==> config.mk <==
export PLATFORM = sky130hd
export DESIGN_NAME = ept_timer
export DESIGN_NICKNAME = d
export VERILOG_FILES = /design/src/core/ept_pkg.sv /design/src/core/ept_count_clock.sv /design/src/core/ept_timer.sv
export SDC_FILE = /design/constraint.sdc
export NUM_CORES = 1
export LEC_CHECK = 0
export BUFFER_PORTS_ARGS = -buffer_cell sky130_fd_sc_hd__buf_4
export CAP_MARGIN = 20
export CELL_PAD_IN_SITES_DETAIL_PLACEMENT = 1
export CELL_PAD_IN_SITES_GLOBAL_PLACEMENT = 1
export CORE_MARGIN = 10
export CORE_UTILIZATION = 40
export CTS_BUF_LIST = sky130_fd_sc_hd__clkbuf_4
export DETAILED_ROUTE_END_ITERATION = 7
export PLACE_DENSITY = 0.76
export SYNTH_ARGS = -nofsm -noshare
export SYNTH_HDL_FRONTEND = slang
export SYNTH_SLANG_ARGS = --single-unit
==> constraint.sdc <==
create_clock -name clk -period 3.6 [get_ports clk]
set_input_delay 0.54 -clock clk [delete_from_list [all_inputs] [get_ports clk]]
set_output_delay 0.54 -clock clk [all_outputs]
set_load 0.01 [all_outputs]
==> src/core/ept_pkg.sv <==
/*
 * Constants, register map, field positions and clock-select decoding for the
 * eight-bit interval / PWM timer.
 * Assumes an 8-bit register port with 16-bit addresses and one 200 MHz clock.
 */
package ept_pkg;

    localparam int ADDR_W = 16;
    localparam int DATA_W = 8;
    localparam int CNT_W  = 8;
    localparam int SEL_W  = 3;
    localparam int DIV_W  = 13;

    localparam real CLK_PERIOD_NS = 5.0;

    // register addresses, unit 0 and unit 1
    localparam logic [ADDR_W-1:0] ADDR_CMP0  = 16'hFF17;
    localparam logic [ADDR_W-1:0] ADDR_CMP1  = 16'hFF41;
    localparam logic [ADDR_W-1:0] ADDR_SEL0  = 16'hFF6A;
    localparam logic [ADDR_W-1:0] ADDR_SEL1  = 16'hFF8C;
    localparam logic [ADDR_W-1:0] ADDR_MODE0 = 16'hFF6B;
    localparam logic [ADDR_W-1:0] ADDR_MODE1 = 16'hFF43;
    localparam logic [ADDR_W-1:0] ADDR_CNT0  = 16'hFFE0;
    localparam logic [ADDR_W-1:0] ADDR_CNT1  = 16'hFFE4;
    localparam logic [ADDR_W-1:0] ADDR_STAT0 = 16'hFFE1;
    localparam logic [ADDR_W-1:0] ADDR_STAT1 = 16'hFFE5;
    localparam logic [ADDR_W-1:0] ADDR_MASK0 = 16'hFFE2;
    localparam logic [ADDR_W-1:0] ADDR_MASK1 = 16'hFFE6;

    // mode and status register fields
    localparam int MODE_EN_BIT  = 7;
    localparam int MODE_PWM_BIT = 6;
    localparam int MODE_SET_BIT = 3;
    localparam int MODE_CLR_BIT = 2;
    localparam int MODE_INV_BIT = 1;
    localparam int MODE_OE_BIT  = 0;
    localparam int STAT_MATCH_BIT = 0;

    // reset values, counter top and empty read data
    localparam logic [CNT_W-1:0]  CMP_RST  = 8'h00;
    localparam logic [SEL_W-1:0]  SEL_RST  = 3'h0;
    localparam logic [CNT_W-1:0]  CNT_RST  = 8'h00;
    localparam logic [CNT_W-1:0]  CNT_TOP  = 8'hFF;
    localparam logic [DATA_W-1:0] READ_NONE = 8'h00;

    typedef enum logic [SEL_W-1:0] {
        SEL_PIN_FALL = 3'h0,
        SEL_PIN_RISE = 3'h1,
        SEL_DIV_1    = 3'h2,
        SEL_DIV_2    = 3'h3,
        SEL_DIV_MID  = 3'h4,
        SEL_DIV_64   = 3'h5,
        SEL_DIV_256  = 3'h6,
        SEL_DIV_MAX  = 3'h7
    } ept_sel_t;

    // low bits of the free-running divider that must all be ones for a tick
    function automatic logic [DIV_W-1:0] ept_div_mask(input logic [SEL_W-1:0] sel,
                                                      input bit unit);
        logic [DIV_W-1:0] m;
        m = 13'h0000;
        case (ept_sel_t'(sel))
            SEL_DIV_2:   m = 13'h0001;
            SEL_DIV_MID: m = unit ? 13'h000F : 13'h0003;
            SEL_DIV_64:  m = 13'h003F;
            SEL_DIV_256: m = 13'h00FF;
            SEL_DIV_MAX: m = unit ? 13'h0FFF : 13'h1FFF;
            default:     m = 13'h0000;
        endcase
        return m;
    endfunction

endpackage

==> src/core/ept_count_clock.sv <==
/*
 * Count clock generator: synchronises the event pin, detects its edges and
 * divides the system clock, then issues one-cycle count ticks.
 * Assumes the event pin is asynchronous and that the select is stable while run.
 */
`timescale 1ns/1ps
`default_nettype none

module ept_count_clock
    import ept_pkg::*;
#(
    parameter bit UNIT = 1'b0
) (
    // clock and reset
    input  wire logic             clk,
    input  wire logic             reset,
    // control
    input  wire logic             run,
    input  wire logic [SEL_W-1:0] sel,
    // pin and tick
    input  wire logic             event_in_pin,
    output logic                  tick
);

    typedef struct packed {
        logic             meta;
        logic             sync;
        logic             prev;
        logic [DIV_W-1:0] div;
        logic             tick;
    } ept_clk_state_t;

    ept_clk_state_t s_q;
    ept_clk_state_t s_d;

    always_comb begin
        logic             rise;
        logic             fall;
        logic [DIV_W-1:0] mask;
        rise = s_q.sync & ~s_q.prev;
        fall = ~s_q.sync & s_q.prev;
        mask = ept_div_mask(sel, UNIT);
        s_d = s_q;
        s_d.meta = event_in_pin;
        s_d.sync = s_q.meta;
        s_d.prev = s_q.sync;
        // divider restarts with each run so the first tick has fixed latency
        s_d.div  = run ? s_q.div + 13'h0001 : 13'h0000;
        s_d.tick = 1'b0;
        if (run) begin
            unique case (ept_sel_t'(sel))
                SEL_PIN_FALL: s_d.tick = fall;
                SEL_PIN_RISE: s_d.tick = rise;
                default:      s_d.tick = (s_q.div & mask) == mask;
            endcase
        end
    end

    always_ff @(posedge clk) begin
        if (reset) begin
            s_q <= '0;
        end else begin
            s_q <= s_d;
        end
    end

    assign tick = s_q.tick;

endmodule

`default_nettype wire

==> src/core/ept_timer.sv <==
/*
 * Eight-bit interval / PWM timer channel: register port, counter, compare,
 * timer output flip-flop and interrupt status/mask.
 * Assumes a single-cycle strobe register master that never issues read and
 * write together; UNIT picks the address set and divider table.
 */
`timescale 1ns/1ps
`default_nettype none

module ept_timer
    import ept_pkg::*;
#(
    parameter bit UNIT = 1'b0
) (
    // clock and reset
    input  wire logic              clk,
    input  wire logic              reset,
    // register port
    input  wire logic [ADDR_W-1:0] addr,
    input  wire logic [DATA_W-1:0] wr_data,
    input  wire logic              wr_en,
    input  wire logic              rd_en,
    output logic      [DATA_W-1:0] rd_data,
    // pins
    input  wire logic              event_in_pin,
    output logic                   timer_out_pin,
    // interrupts
    output logic                   match_irq,
    output logic                   irq
);

    localparam logic [ADDR_W-1:0] A_CMP  = UNIT ? ADDR_CMP1  : ADDR_CMP0;
    localparam logic [ADDR_W-1:0] A_SEL  = UNIT ? ADDR_SEL1  : ADDR_SEL0;
    localparam logic [ADDR_W-1:0] A_MODE = UNIT ? ADDR_MODE1 : ADDR_MODE0;
    localparam logic [ADDR_W-1:0] A_CNT  = UNIT ? ADDR_CNT1  : ADDR_CNT0;
    localparam logic [ADDR_W-1:0] A_STAT = UNIT ? ADDR_STAT1 : ADDR_STAT0;
    localparam logic [ADDR_W-1:0] A_MASK = UNIT ? ADDR_MASK1 : ADDR_MASK0;

    typedef struct packed {
        logic [CNT_W-1:0]  cmp;
        logic [SEL_W-1:0]  sel;
        logic              en;
        logic              pwm;
        logic              inv;
        logic              oe;
        logic [CNT_W-1:0]  cnt;
        logic              tff;
        logic              pwm_act;
        logic              stat;
        logic              mask;
        logic              match_pulse;
        logic              out;
        logic              irq;
        logic [DATA_W-1:0] rd_data;
    } ept_state_t;

    ept_state_t s_q;
    ept_state_t s_d;
    logic       tick;

    ept_count_clock #(
        .UNIT (UNIT)
    ) u_count_clock (
        .clk          (clk),
        .reset        (reset),
        .run          (s_q.en),
        .sel          (s_q.sel),
        .event_in_pin (event_in_pin),
        .tick         (tick)
    );

    always_comb begin
        logic             match;
        logic             event_hit;
        logic [CNT_W-1:0] next_cnt;
        match     = s_q.cnt == s_q.cmp;
        next_cnt  = s_q.cnt + 8'h01;
        event_hit = 1'b0;
        s_d = s_q;
        s_d.match_pulse = 1'b0;

        // counting; writes below may override for the same edge
        if (!s_q.en) begin
            s_d.cnt     = CNT_RST;
            s_d.pwm_act = 1'b0;
        end else if (tick) begin
            if (!s_q.pwm) begin
                if (match) begin
                    s_d.cnt   = CNT_RST;
                    event_hit = 1'b1;
                    if (s_q.inv) begin
                        s_d.tff = ~s_q.tff;
                    end
                end else begin
                    s_d.cnt = next_cnt;
                end
            end else begin
                s_d.cnt = next_cnt;
                if (s_q.cnt == CNT_TOP) begin
                    s_d.pwm_act = 1'b1;
                end
                // match after wrap wins, so compare 00H gives a flat inactive output
                if (next_cnt == s_q.cmp) begin
                    s_d.pwm_act = 1'b0;
                end
            end
        end

        // register writes; the counter address takes no write
        if (wr_en) begin
            unique case (addr)
                A_CMP: s_d.cmp = wr_data;
                A_SEL: s_d.sel = wr_data[SEL_W-1:0];
                A_MODE: begin
                    s_d.en  = wr_data[MODE_EN_BIT];
                    s_d.pwm = wr_data[MODE_PWM_BIT];
                    s_d.inv = wr_data[MODE_INV_BIT];
                    s_d.oe  = wr_data[MODE_OE_BIT];
                    if (!wr_data[MODE_PWM_BIT]) begin
                        if (wr_data[MODE_SET_BIT] && !wr_data[MODE_CLR_BIT]) begin
                            s_d.tff = 1'b1;
                        end else if (!wr_data[MODE_SET_BIT] && wr_data[MODE_CLR_BIT]) begin
                            s_d.tff = 1'b0;
                        end
                    end
                    if (wr_data[MODE_EN_BIT] && !s_q.en && wr_data[MODE_PWM_BIT]) begin
                        s_d.pwm_act = s_q.cmp != CMP_RST;
                    end
                end
                A_STAT: s_d.stat = s_q.stat & ~wr_data[STAT_MATCH_BIT];
                A_MASK: s_d.mask = wr_data[STAT_MATCH_BIT];
                default: ;
            endcase
        end

        // a match in the clearing cycle still sets the flag
        if (event_hit) begin
            s_d.match_pulse = 1'b1;
            s_d.stat        = 1'b1;
        end

        s_d.irq = s_d.stat & s_d.mask;
        if (!s_d.oe) begin
            s_d.out = 1'b0;
        end else if (s_d.pwm) begin
            s_d.out = s_d.pwm_act ^ s_d.inv;
        end else begin
            s_d.out = s_d.tff;
        end

        // read data appears in the cycle after the strobe
        s_d.rd_data = READ_NONE;
        if (rd_en) begin
            unique case (addr)
                A_CMP:   s_d.rd_data = s_q.cmp;
                A_SEL:   s_d.rd_data = {5'h00, s_q.sel};
                A_MODE:  s_d.rd_data = {s_q.en, s_q.pwm, 4'h0, s_q.inv, s_q.oe};
                A_CNT:   s_d.rd_data = s_q.cnt;
                A_STAT:  s_d.rd_data = {7'h00, s_q.stat};
                A_MASK:  s_d.rd_data = {7'h00, s_q.mask};
                default: s_d.rd_data = READ_NONE;
            endcase
        end
    end

    always_ff @(posedge clk) begin
        if (reset) begin
            s_q      <= '0;
            s_q.cmp  <= CMP_RST;
            s_q.sel  <= SEL_RST;
            s_q.cnt  <= CNT_RST;
        end else begin
            s_q <= s_d;
        end
    end

    assign rd_data       = s_q.rd_data;
    assign timer_out_pin = s_q.out;
    assign match_irq     = s_q.match_pulse;
    assign irq           = s_q.irq;
endmodule

`default_nettype wire

# Yosys cells after proc, flatten, opt, wreduce, memory -nomap -nowiden
# Cells that the tools add are included.
totals:
  regBits: 55
  input_bits: 29
  out_inout_bits: 11
  wordCells: 97
classes:
  addsub: 2
  eq_ne: 16
  mux: 31
  n_bitwise: 13
  n_reduce_logical: 15
op_table:
  columns: ["operator", "count"]
  rows:
  - ["$eq A16 B16 Y1 const B", 6]
  - ["$pmux W13 S5", 1]
  - ["$pmux W8 S6", 1]
  - ["$mux W1", 21]
  - ["$eq A8 B8 Y1", 2]
  - ["$mux W8", 2]
  - ["$add A13 B1 Y13 const B", 1]
  - ["$and A13 B13 Y13", 1]
  - ["$eq A13 B13 Y1", 1]
  - ["$eq A3 B3 Y1 const B", 4]
  - ["$add A8 B1 Y8 const B", 1]
  - ["$eq A8 B8 Y1 const B", 1]
  - ["$reduce_bool A8 Y1", 1]
  - ["$not A1 Y1", 7]
  - ["$mux W3", 2]
  - ["$reduce_and A2 Y1", 3]
  - ["$reduce_or A2 Y1", 3]
  - ["$and A1 B1 Y1", 4]
  - ["$logic_and A1 B1 Y1", 4]
  - ["$mux W2", 2]
  - ["$mux W4", 1]
  - ["$eq A3 B1 Y1 const B", 1]
  - ["$eq A3 B2 Y1 const B", 1]
  - ["$logic_not A1 Y1", 3]
  - ["3 further kinds", 3]

# Logic depth before layout (Yosys ltp)
# Gate-level depths: netlist of run 1.
logic_depth:
  depth_word: 13
  mapped_depth: 9
  depth_no_buf: 8

# By module
# A second synthesis of run 1 with hierarchy kept.
hier_totals:
  cells_unflattened: 345
  area_unflattened_um2: 2902.8
by_module_without_submodules:
  columns: ["mod", "instances", "cells_each", "area_each_um2", "seq_area_each_um2"]
  rows:
  - ["ept_timer", 1, 259, 2127.0, 760.7]
  - ["ept_count_clock", 1, 86, 775.7, 340.3]

# Least setup slack after synthesis of run 1
# OpenSTA, ideal clock, no wires.
synth_path:
  kind: "reg-to-reg"
  from: "reg s_q[16] (netlist bit)"
  to: "reg s_q, in the netlist timer_out_pin"
  setup_ps: 79
  arrival_ps: 2062
  required_ps: 3521
  setup_slack_ps: 1459
  path_stages_with_launch: 9
  path_buffers: 0
  period_less_slack_ps: 2141
  cell_sequence: "dfxtp_1 ha_1 nand2b_1 o211a_1 o32a_1 a2111oi_2 o22ai_1 xor2_1 a211oi_2"
synth_between:
  elab_chain_cells: 11
  elab_cells_between_ends: 20
  cone_classes: "add/sub: 1; eq/ne: 3; mux: 15; bitwise: 1"
synth_rtl:
  columns: ["item", "line_no", "rtl"]
  rows:
  - ["start, declared", "ept_timer.sv:57", "ept_state_t s_q;"]
  - ["$add A8 B1 Y8 (tied with other cells)", "ept_timer.sv:77", "next_cnt = s_q.cnt + 8'h01;"]
  - ["$eq A8 B8 Y1 (tied with other cells)", "ept_timer.sv:103", "if (next_cnt == s_q.cmp) begin"]
  - ["$mux W1 (on tied branches)", "ept_timer.sv:103, ept_timer.sv:87", null]
  - ["$mux W1 / $mux W2 (equally long branches)", "ept_timer.sv:87, ept_timer.sv:86", null]
  - ["$mux W2 (*)", "ept_timer.sv:86", "end else if (tick) begin"]
  - ["$mux W1 (on tied branches)", "ept_timer.sv:83, ept_timer.sv:122", null]
  - ["$mux W1 (on tied branches)", "ept_timer.sv:126, ept_timer.sv:120", null]
  - ["$mux W2 / $mux W1 (equally long branches)", "ept_timer.sv:111, ept_timer.sv:119", null]
  - ["$mux W4 (*)", "ept_timer.sv:110", "if (wr_en) begin"]
  - ["$xor A1 B1 Y1 / $mux W4 (equally long branches)", "ept_timer.sv:146, ept_timer.sv:110", null]
  - ["$mux W1 (*)", "ept_timer.sv:145", "end else if (s_d.pwm) begin"]
# Mark *: on every way between the ends. The rest lies on a longest branch, timed or not.
# A chain may end at the register's enable or synchronous reset.

# Worst setup path in the final report of run 1
# Same ends and word-level chain as after synthesis.

==> reports/metrics.csv, run 1 <==
stage;metric;value;unit
synth;synthCells;324;
floorplan;initial_core_util;41.3;%
cells_and_area;area_delta_synth_final;11.3;%
sta;fin_tns_setup;0;ps
job;drv_cap;0;
clock_tree;cts_tree;built;
clock_tree;clk_path_buf_depth;2;
cells_and_area;nNetsFinal;376;
global_routing;grt_util_met1;17.3;%
power;leakage;0.00113;µW
placement;finalWeightedCongestion;0.823;
sta;setup_ws;1120;ps
sta;setup_viol;0;
synth;synth_edf_count;0;
synth;syn_area;2800;µm²
clock_tree;cts-root-buf;clkbuf_4;
global_routing;grt_pass1_vias;2513;
clock_tree;post_cts_resized;0;
synth;synth_area_leaders;dfxtp_1 39%, nor2_1 7.2%, mux2i_1 5.4%;
routing;drtPass1Iterations;6;
worst_setup_path;crit_type;reg2reg;
synth;ys_ff_latch;55;
global_routing;grt_most_used_layer;met2;
cells_and_area;multi_input_area;1530;µm²
sta;max_slew_margin;36.0;%
clock_tree;cts.htree.levels;2;
synth;synth-main-ff-cell;dfxtp_1;
sta;slew_violations;0;
clock_tree;clkLatencyLatePin;380;ps
global_routing;met3_usage;3.28;%
worst_setup_path;end_kind;flop;
synth;synth_warnings;0;
global_routing;grt_max_degree;25;
synth;synth_cell_types;55;
synth;synthArstFlopShare;0;%
routing;wirelength;7440;µm
worst_hold_path;hold_class;in2reg;
clock_tree;clk_pin_slew;170;ps
synth;syn_avg_cell_area;8.65;µm²
routing;vias_per_cell;5.41;
cells_and_area;final_common_cell;dfxtp_1;
worst_setup_path;required;3920;ps
clock_tree;numCtsBuffers;5;
sta;finalCriticalPeriod;2480;ps
routing;vias;2393;
cells_and_area;seq_area;1100;µm²
routing;drtIter0Drc;130;
worst_setup_path;worstPathArrival;2790;ps
cells_and_area;layout_common_cells;55 x dfxtp_1, 54 x nor2_1, 39 x buf_4;
synth;yosys.area.top_type_share;39.3;%
floorplan;die_width;104;µm
synth;synth.net_count;355;
sta;rsz0062_at_grt;false;
power;ir_drop;0.000220;V
floorplan;die-height;104;µm
synth;seq_area_frac_synth;39.3;%
routing;drc;0;
floorplan;io_pins;40;
cells_and_area;drive_gt1_share;16.5;%
cells_and_area;nFillCells;826;
global_routing;met2_usage;23.4;%
worst_setup_path;cp-start-kind;flop;
placement;io_buffers;39;
sta;fin_skew;21.6;ps
global_routing;track_usage;13.7;%
placement;dpl.hpwl;5640;µm
global_routing;grt_pass1_wl;12500;µm
floorplan;core-area;6790;µm²
synth;yosysTopAreaCell;dfxtp_1;
global_routing;grt_overflow;0;
floorplan;dieArea;10800;µm²
clock_tree;clock_sinks;55;
worst_setup_path;critPathMaxFanout;8;
cells_and_area;antenna_cells;0;
clock_tree;postCtsHoldBufs;0;
clock_tree;cts_setup_buffers;0;
placement;place_ws;1050;ps
sta;worstMarginPinSlew;960;ps
sta;hold_viol;0;
outcome;outcome;complete, no violations;
global_routing;antenna_found_initial;0;
routing;postRouteAntennaNets;0;
sta;fmax;0.404;GHz
routing;routed_wire_length_per_instance;16.8;µm
floorplan;rows;30;
sta;post-route-period-util;68.8;%
power;power.density;300;nW/µm²
## registers in the layout (all words and copies together) (netlist names)
signal	cells
match_irq	1
s_q	27
u_count_clock.tick	1
u_count_clock.s_q	14
u_count_clock.s_d	2
irq	1
rd_data	8
timer_out_pin	1
## worst paths after layout
kind	startpoint	to	slack, ps	cells past startpoint
max	s_q[16]$_SDFFE_PP0P_	timer_out_pin$_SDFF_PP0_	1120	8
min	wr_data[4]	s_q[34]$_SDFFE_PP0P_	380	3
min reg2reg	u_count_clock.s_d[15]$_SDFF_PP0_	u_count_clock.s_d[14]$_SDFF_PP0_	460	1
max reg2reg	s_q[16]$_SDFFE_PP0P_	timer_out_pin$_SDFF_PP0_	1120	8
## metrics by stage
step / instances / cell area (µm²) / hold WS [ps] / power, µW / util (%)
6_report: 442 / 3120 / 379 / 935 / 45.9
3_5_place_dp: 434 / 3060 / 429 / 671 / 45.1
3_3_place_gp: 434 / 3060 / 425 / 670 / 45.1
4_1_cts: 442 / 3120 / 368 / 948 / 45.9
2_1_floorplan: 324 / 2800 / 414 / 639 / -
5_1_grt: 442 / 3120 / 360 / 978 / 45.9
## worst max-delay path, stage by stage (launching register included)
cell and delay [ps]:
dfxtp_1 550, ha_1 330, nand2b_1 110, o211a_1 210, o32a_1 290, a2111oi_2 360, o22ai_1 160, xor2_1 170
a211oi_2 210
## layout make-up
type / instances / area share (%)
Clock buffer: 5 / 1.20
Tap cell: 96 / 3.85
Timing Repair Buffer: 39 / 9.39
Inverter: 5 / 0.602
Clock inverter: 3 / 0.642
Sequential cell: 55 / 35.3
Multi-Input combinational cell: 239 / 49.0
## cell usage after synthesis, drive strengths merged, types with 2 or more instances
| cell | instances |
|---|---|
| dfxtp | 55 |
| nor2 | 54 |
| nand2 | 18 |
| a21oi | 16 |
| xor2 | 16 |
| mux2i | 15 |
| buf | 13 |
| nand3 | 13 |
| clkbuf | 12 |
| o21ai | 12 |
| nand4 | 9 |
| and3 | 8 |
| nor2b | 8 |
| xnor2 | 8 |
| nor3 | 7 |
| nor4 | 7 |
| nand2b | 6 |
| inv | 5 |
| a222oi | 4 |
| a22oi | 4 |
| a31oi | 3 |
| and2 | 3 |
| nor3b | 3 |
| and4 | 2 |
| ha | 2 |
## cells by family after synthesis
logic type / Yosys count / share of synthesized area [%]
AO/OA/AOI/OAI: 51 / 12.5
adder cells (fa/ha/maj): 2 / 0.893
flip-flops: 55 / 39.3
AND/OR/NAND/NOR: 146 / 27.9
XOR/XNOR: 24 / 7.50
multiplexers: 16 / 5.76
buffers and inverters: 30 / 6.16
## report_power, final
part | total [µW] | switching [µW] | leakage (µW) | internal [µW]
Combinational | 46.9 | 22.3 | 0.000658 | 24.7
Sequential | 611 | 0.465 | 0.000443 | 610
Clock | 278 | 202 | 0.0000288 | 75.6
Total | 935 | 225 | 0.00113 | 711
## per-layer routing
layer  share of wire (%)  wire length (µm)  up-vias
li1                    -                 -     1173
met1                  46              3400     1173
met2                  49              3670       43
met3                 4.4               324        4
met4                0.56                42        0
met5                   0                 0        -
No activity file was read; power rests on OpenSTA's default activity.
==> inputs of run 2 (changes only) <==
- PLACE_DENSITY: 0.76 -> 0.79
- clock period: 3.6 -> 2.27 ns (I/O delays scaled with it)
==> run 2 against run 1 <==
Combinational power grew 59%. Die area is the same. Worst hold slack lost 210 ps. Non-clock buffer count grew 20. Setup slack lost 1000 ps. Sequential share of layout area shrank 1.9 points.
==> reports/metrics.csv, run 2 (same netlist as run 1, synthesis figures left out) <==
stage;metric;value;unit;change
routing;vias;2529;;+5.7%
power;power.density;448;nW/µm²;+50%
floorplan;initial_core_util;41.3;%;unchanged
outcome;outcome;complete, no violations;;
cells_and_area;regMostFlops;s_q;;
placement;finalWeightedCongestion;0.882;;+7.2%
worst_setup_path;cp_cell_sequence;ha_4 -> nand2b_1 -> o211a_1 -> o32a_1 -> a2111oi_4 -> o22ai_2 -> xor2_1 -> a211oi_2;;
routing;drtIter0Drc;143;;+10%
clock_tree;cts.htree.levels;2;;unchanged
worst_setup_path;cpLargestDelayFamily;compound AO/OA/AOI/OAI gates;;
clock_tree;clk_path_buf_depth;2;;unchanged
cells_and_area;final_util;48.6;%;+2.7 points
global_routing;met2_usage;26.8;%;+3.3 points
cells_and_area;nNetsFinal;396;;+5.3%
cells_and_area;fin_cells;462;;+4.5%
routing;postRouteAntennaNets;0;;unchanged
sta;fmax;0.459;GHz;+14%
global_routing;grt_overflow;0;;unchanged
worst_setup_path;required;2570;ps;-1350 ps
placement;io_buffers;39;;unchanged
power;combPwrFrac;5.0;%;about the same
floorplan;io_pins;40;;unchanged
sta;timing.hold.ws;170;ps;-209 ps
power;ir_drop;0.000173;V;-22%
global_routing;met3_usage;2.73;%;-0.56 points
floorplan;dieArea;10800;µm²;unchanged
power;switching_share;23.1;%;-0.92 points
power;clock_power_share;29.6;%;about the same
worst_setup_path;worstPathArrival;2480;ps;-310 ps
global_routing;track_usage;15.2;%;+1.5 points
sta;hold_viol;0;;unchanged
cells_and_area;largest_reg_flops;27;;unchanged
routing;routed_wire_length_per_instance;17.6;µm;+4.8%
sta;setup_viol;0;;unchanged
cells_and_area;antenna_cells;0;;unchanged
floorplan;rows;30;;unchanged
floorplan;core-area;6790;µm²;unchanged
power;seq_power_share;65.4;%;about the same
clock_tree;cts-root-buf;clkbuf_4;;
worst_setup_path;cp-start-kind;flop;;
routing;drtPass1Iterations;5;;-1
routing;vias_per_cell;5.47;;+1.1%
sta;post-route-period-util;96.0;%;+27 points
power;p_switching;342;µW;+52%
sta;slew_violations;0;;unchanged
global_routing;grt_max_degree;25;;unchanged
clock_tree;clk_pin_slew;160;ps;about the same
sta;max_slew_margin;73.7;%;+38 points
worst_setup_path;cp_slowest_cell;dfxtp_1;;
worst_setup_path;critPathMaxFanout;6;;-2
worst_hold_path;hold_class;in2reg;;
cells_and_area;layout_common_cells;59 x buf_4, 54 x nor2_1, 52 x dfxtp_1;;
global_routing;antenna_found_initial;0;;unchanged
worst_setup_path;critPathMaxStageDelay;410;ps;-140 ps
worst_setup_path;crit_type;reg2reg;;
sta;fin_skew;8.45;ps;-13.1 ps
placement;placedCellCount;454;;+4.6%
routing;drc;0;;unchanged
clock_tree;clock_sinks;55;;unchanged
job;drv_cap;0;;unchanged
routing;wirelength;8140;µm;+9.5%
worst_setup_path;crit_buf_inv;0;;unchanged
floorplan;die-height;104;µm;unchanged
placement;dpl.hpwl;6360;µm;+13%
sta;fin_tns_setup;0;ps;unchanged
cells_and_area;drive_gt1_share;22.7;%;+6.2 points
clock_tree;cts_tree;built;;
global_routing;grt_pass1_wl;13700;µm;+9.7%
clock_tree;numCtsBuffers;5;;unchanged
global_routing;grt_util_met1;18.2;%;+0.87 points
worst_setup_path;end_kind;flop;;
floorplan;die_width;104;µm;unchanged
sta;finalCriticalPeriod;2180;ps;-296 ps
global_routing;grt_most_used_layer;met2;;
clock_tree;clkLatencyLatePin;370;ps;about the same
sta;worstMarginPinSlew;394;ps;-566 ps
global_routing;grt_pass1_vias;2693;;+7.2%
power;leakage;0.00124;µW;+9.6%
power;cell_internal_pwr;1140;µW;+60%
cells_and_area;final_common_cell;buf_4;;
cells_and_area;area_delta_synth_final;17.9;%;
sta;rsz0062_at_grt;false;;
run 2: worst paths after layout:
kind                               startpoint                          endpoint  slack [ps]  cells after the start
max reg2reg              s_q[16]$_SDFFE_PP0P_          timer_out_pin$_SDFF_PP0_          90                      8
max                      s_q[16]$_SDFFE_PP0P_          timer_out_pin$_SDFF_PP0_          90                      8
min reg2reg  u_count_clock.s_d[15]$_SDFF_PP0_  u_count_clock.s_d[14]$_SDFF_PP0_         460                      1
min                              event_in_pin  u_count_clock.s_d[15]$_SDFF_PP0_         170                      2
run 2: routing by layer:
layer	share of wire, %	wire length, µm	up-vias
met1	43	3470	1235
met2	51	4180	61
met4	1.9	155	0
met3	4.1	330	19
met5	0	0	-
li1	-	-	1214
run 2: cell type report:
cell class	instances	area, µm²
inverters	5	18.8
flip-flops and latches	55	1100
clock inverters	2	12.5
clock buffers	6	45.0
fillers	832	3490
well taps	96	120
multi-input cells	239	1560
repair buffers	59	443
run 2: timing repair:
action | in CTS | in global routing
gates resized for setup | 3 | 4
pin swaps | 1 | 2
endpoints found under the setup margin | 1 | 1
setup buffers | 0 | 0
hold buffers | 0 | 0
run 2: worst reg2reg max path, delay by kind of cell, from the launching register on:
| kind | cells | cell delay [ps] |
|---|---|---|
| AND/OR/NAND/NOR | 1 | 80 |
| XOR/XNOR | 1 | 180 |
| adder cells (fa/ha/maj) | 1 | 170 |
| AO/OA/AOI/OAI | 5 | 1270 |
| flip-flops | 1 | 410 |
run 2: power by group through the flow:
stage,Clock [µW],Combinational (µW),Sequential (µW)
3_3_place_gp,0,73.0,990
5_1_grt,488,81.6,970
6_report,438,74.5,969
2_1_floorplan,0,23.9,989
3_5_place_dp,0,74.7,990
4_1_cts,453,74.7,969
run 2: through the flow:
step,power [µW],setup slack (ps),instance area (µm²)
detailed placement,1060,46.9,3210
global placement,1060,153,3210
global route,1540,7.92,3300
finish,1480,90.3,3300
CTS,1500,0.535,3290
floorplan,1010,129,2800
==> inputs of run 3 (changes only) <==
- clock period: 2.27 -> 2 ns (I/O delays scaled with it)
==> run 3 against run 2 <==
The flow now finishes with violations (setup timing). Maximum frequency increased by 5.1%. Core utilization up 1.3 points. Setup slack got worse by 160 ps. Register-to-register slack worse by 160 ps. Final area rose by 2.7%. Worst hold slack got worse by 57 ps. Critical path type unchanged. Critical endpoint unchanged.
==> reports/metrics.csv, run 3 (same netlist as run 1, synthesis figures left out) <==
stage;metric;value;unit;change
outcome;outcome;finished with violations;;
outcome;violations;setup timing;;
cells_and_area;final_common_cell;buf_4;;
cells_and_area;antenna_cells;0;;unchanged
global_routing;track_usage;14.9;%;-0.23 points
sta;post-route-period-util;104;%;+7.7 points
clock_tree;cts.htree.levels;2;;unchanged
cells_and_area;nNetsFinal;404;;+2.0%
floorplan;die-height;104;µm;unchanged
cells_and_area;area_delta_synth_final;21.1;%;
global_routing;grt_pass1_vias;2677;;-0.59%
routing;routed_wire_length_per_instance;17.2;µm;-2.3%
sta;max_slew_margin;74.4;%;+0.71 points
worst_setup_path;cp_cell_sequence;ha_4 -> nand2b_1 -> o211a_1 -> o32a_1 -> a2111oi_4 -> o22ai_2 -> xor2_1 -> a211oi_2;;
clock_tree;clock_sinks;55;;unchanged
global_routing;met2_usage;26.0;%;-0.77 points
routing;vias;2525;;-0.16%
placement;dpl.hpwl;6290;µm;-1.1%
worst_setup_path;critPathMaxStageDelay;390;ps;-20 ps
sta;fin_skew;12.4;ps;+3.94 ps
sta;rsz0062_at_grt;true;;
clock_tree;clk_pin_slew;170;ps;about the same
sta;setup_viol;1;;+1
global_routing;grt_most_used_layer;met2;;
global_routing;grt_pass1_wl;13500;µm;-1.5%
worst_setup_path;worstReg2RegEnd;timer_out_pin$_SDFF_PP0_;;
sta;fin_tns_setup;-74.7;ps;-74.7 ps
worst_setup_path;cp-start-kind;flop;;
floorplan;io_pins;40;;unchanged
clock_tree;numCtsBuffers;5;;unchanged
global_routing;grt_max_degree;25;;unchanged
clock_tree;clkLatencyLatePin;380;ps;about the same
global_routing;grt_overflow;0;;unchanged
sta;fmax;0.482;GHz;+5.1%
worst_setup_path;crit_type;reg2reg;;
sta;hold_viol;0;;unchanged
sta;setup_ws;-74.7;ps;-165 ps
worst_hold_path;hold_class;in2reg;;
worst_setup_path;r2r_start;s_q[15]$_SDFFE_PP0P_;;
routing;vias_per_cell;5.37;;-1.9%
worst_setup_path;cp_slowest_cell;dfxtp_2;;
cells_and_area;regMostFlops;s_q;;
sta;worstMarginPinSlew;381;ps;-13.3 ps
power;ir_drop;0.000399;V;+130%
floorplan;rows;30;;unchanged
routing;postRouteAntennaNets;0;;unchanged
routing;drtIter0Drc;216;;+51%
job;drv_cap;0;;unchanged
sta;finalCriticalPeriod;2070;ps;-105 ps
placement;finalWeightedCongestion;0.873;;-1.1%
placement;io_buffers;39;;unchanged
clock_tree;clk_path_buf_depth;2;;unchanged
cells_and_area;drive_gt1_share;25.4;%;+2.7 points
cells_and_area;nFillCells;819;;-1.6%
routing;wirelength;8090;µm;-0.65%
worst_setup_path;worst-r2r-cell-count;8;;unchanged
cells_and_area;layout_common_cells;67 x buf_4, 54 x nor2_1, 52 x dfxtp_1;;
floorplan;initial_core_util;41.3;%;unchanged
worst_setup_path;end_kind;flop;;
worst_setup_path;required;2310;ps;-260 ps
power;leakage;0.00128;µW;+3.3%
routing;drtPass1Iterations;4;;-1
floorplan;core-area;6790;µm²;unchanged
sta;timing.hold.ws;113;ps;-56.9 ps
routing;drc;0;;unchanged
global_routing;grt_util_met1;18.4;%;+0.28 points
clock_tree;postCtsHoldBufs;0;;unchanged
clock_tree;cts_tree;built;;
worst_setup_path;worstPathArrival;2380;ps;-100 ps
worst_setup_path;critPathMaxFanout;3;;-3
worst_setup_path;r2r_slack;-70;ps;-160 ps
floorplan;dieArea;10800;µm²;unchanged
clock_tree;cts-root-buf;clkbuf_4;;
power;power.density;502;nW/µm²;+12%
global_routing;met3_usage;2.97;%;+0.25 points
worst_setup_path;cp-startpoint;s_q[15]$_SDFFE_PP0P_;;
sta;slew_violations;0;;unchanged
worst_setup_path;cp-endpoint;timer_out_pin$_SDFF_PP0_;;
cells_and_area;largest_reg_flops;27;;unchanged
clock_tree;cts_setup_buffers;0;;unchanged
global_routing;antenna_found_initial;0;;unchanged
floorplan;die_width;104;µm;unchanged
run 3: changes by cell type in the layout (fill, tap and decap cells not counted), sizes merged:
cell / change
buf: +8
clkbuf: -1
inv: +1
run 3: metrics by stage:
stage / util, % / setup slack (ps) / total power (µW) / instance area (µm²) / cells
global route: 50.0 / -140 / 1780 / 3390 / 470
global placement: 48.4 / -37.9 / 1210 / 3290 / 462
finish: 50.0 / -74.7 / 1700 / 3390 / 470
CTS: 49.7 / -26.0 / 1720 / 3380 / 470
floorplan: - / 15.5 / 1150 / 2820 / 324
detailed placement: 48.4 / -133 / 1210 / 3290 / 462
run 3: critical path, delay by kind of cell, from the launching register on:
family	cells	cell delay (ps)
AO/OA/AOI/OAI	5	1230
AND/OR/NAND/NOR	1	70
flip-flops	1	390
XOR/XNOR	1	180
adder cells (fa/ha/maj)	1	140
run 3: final cells by class:
type / count / area [µm²] / area share [%]
clock inverters: 3 / 23.8 / 0.700
flip-flops and latches: 55 / 1100 / 32.5
clock buffers: 5 / 37.5 / 1.11
multi-input cells: 239 / 1590 / 46.7
inverters: 5 / 18.8 / 0.553
well taps: 96 / 120 / 3.54
repair buffers: 67 / 503 / 14.8
run 3: how the worst min path moves through the flow:
stage                     slack (ps)  depth (start not counted)                          endpoint                              from
after CTS                        110                          2  u_count_clock.s_d[15]$_SDFF_PP0_                      event_in_pin
after floorplan                  380                          1                s_q[11]$_SDFF_PP0_                             reset
after global routing             130                          2  u_count_clock.s_d[15]$_SDFF_PP0_                      event_in_pin
after global placement           440                          1  u_count_clock.s_d[14]$_SDFF_PP0_  u_count_clock.s_d[15]$_SDFF_PP0_
final                            110                          2  u_count_clock.s_d[15]$_SDFF_PP0_                      event_in_pin
after detailed placement         460                          1  u_count_clock.s_d[14]$_SDFF_PP0_  u_count_clock.s_d[15]$_SDFF_PP0_
run 3: power by group:
group	switching [µW]	internal, µW	total (µW)
Combinational	42.4	46.3	88.7
Sequential	0.838	1100	1100
Clock	370	144	514
Total	413	1290	1700
run 3: metal layers:
metal | part of all wire, % | up-vias
met5 | 0 | -
met4 | 0.94 | 0
met3 | 2.5 | 6
met2 | 51 | 34
met1 | 46 | 1254
li1 | - | 1231
run 3: what timing repair did:
action,CTS,global route
hold endpoints to repair,0,0
resized for setup,7,2
setup endpoints to repair,2,3
pin swaps,1,0
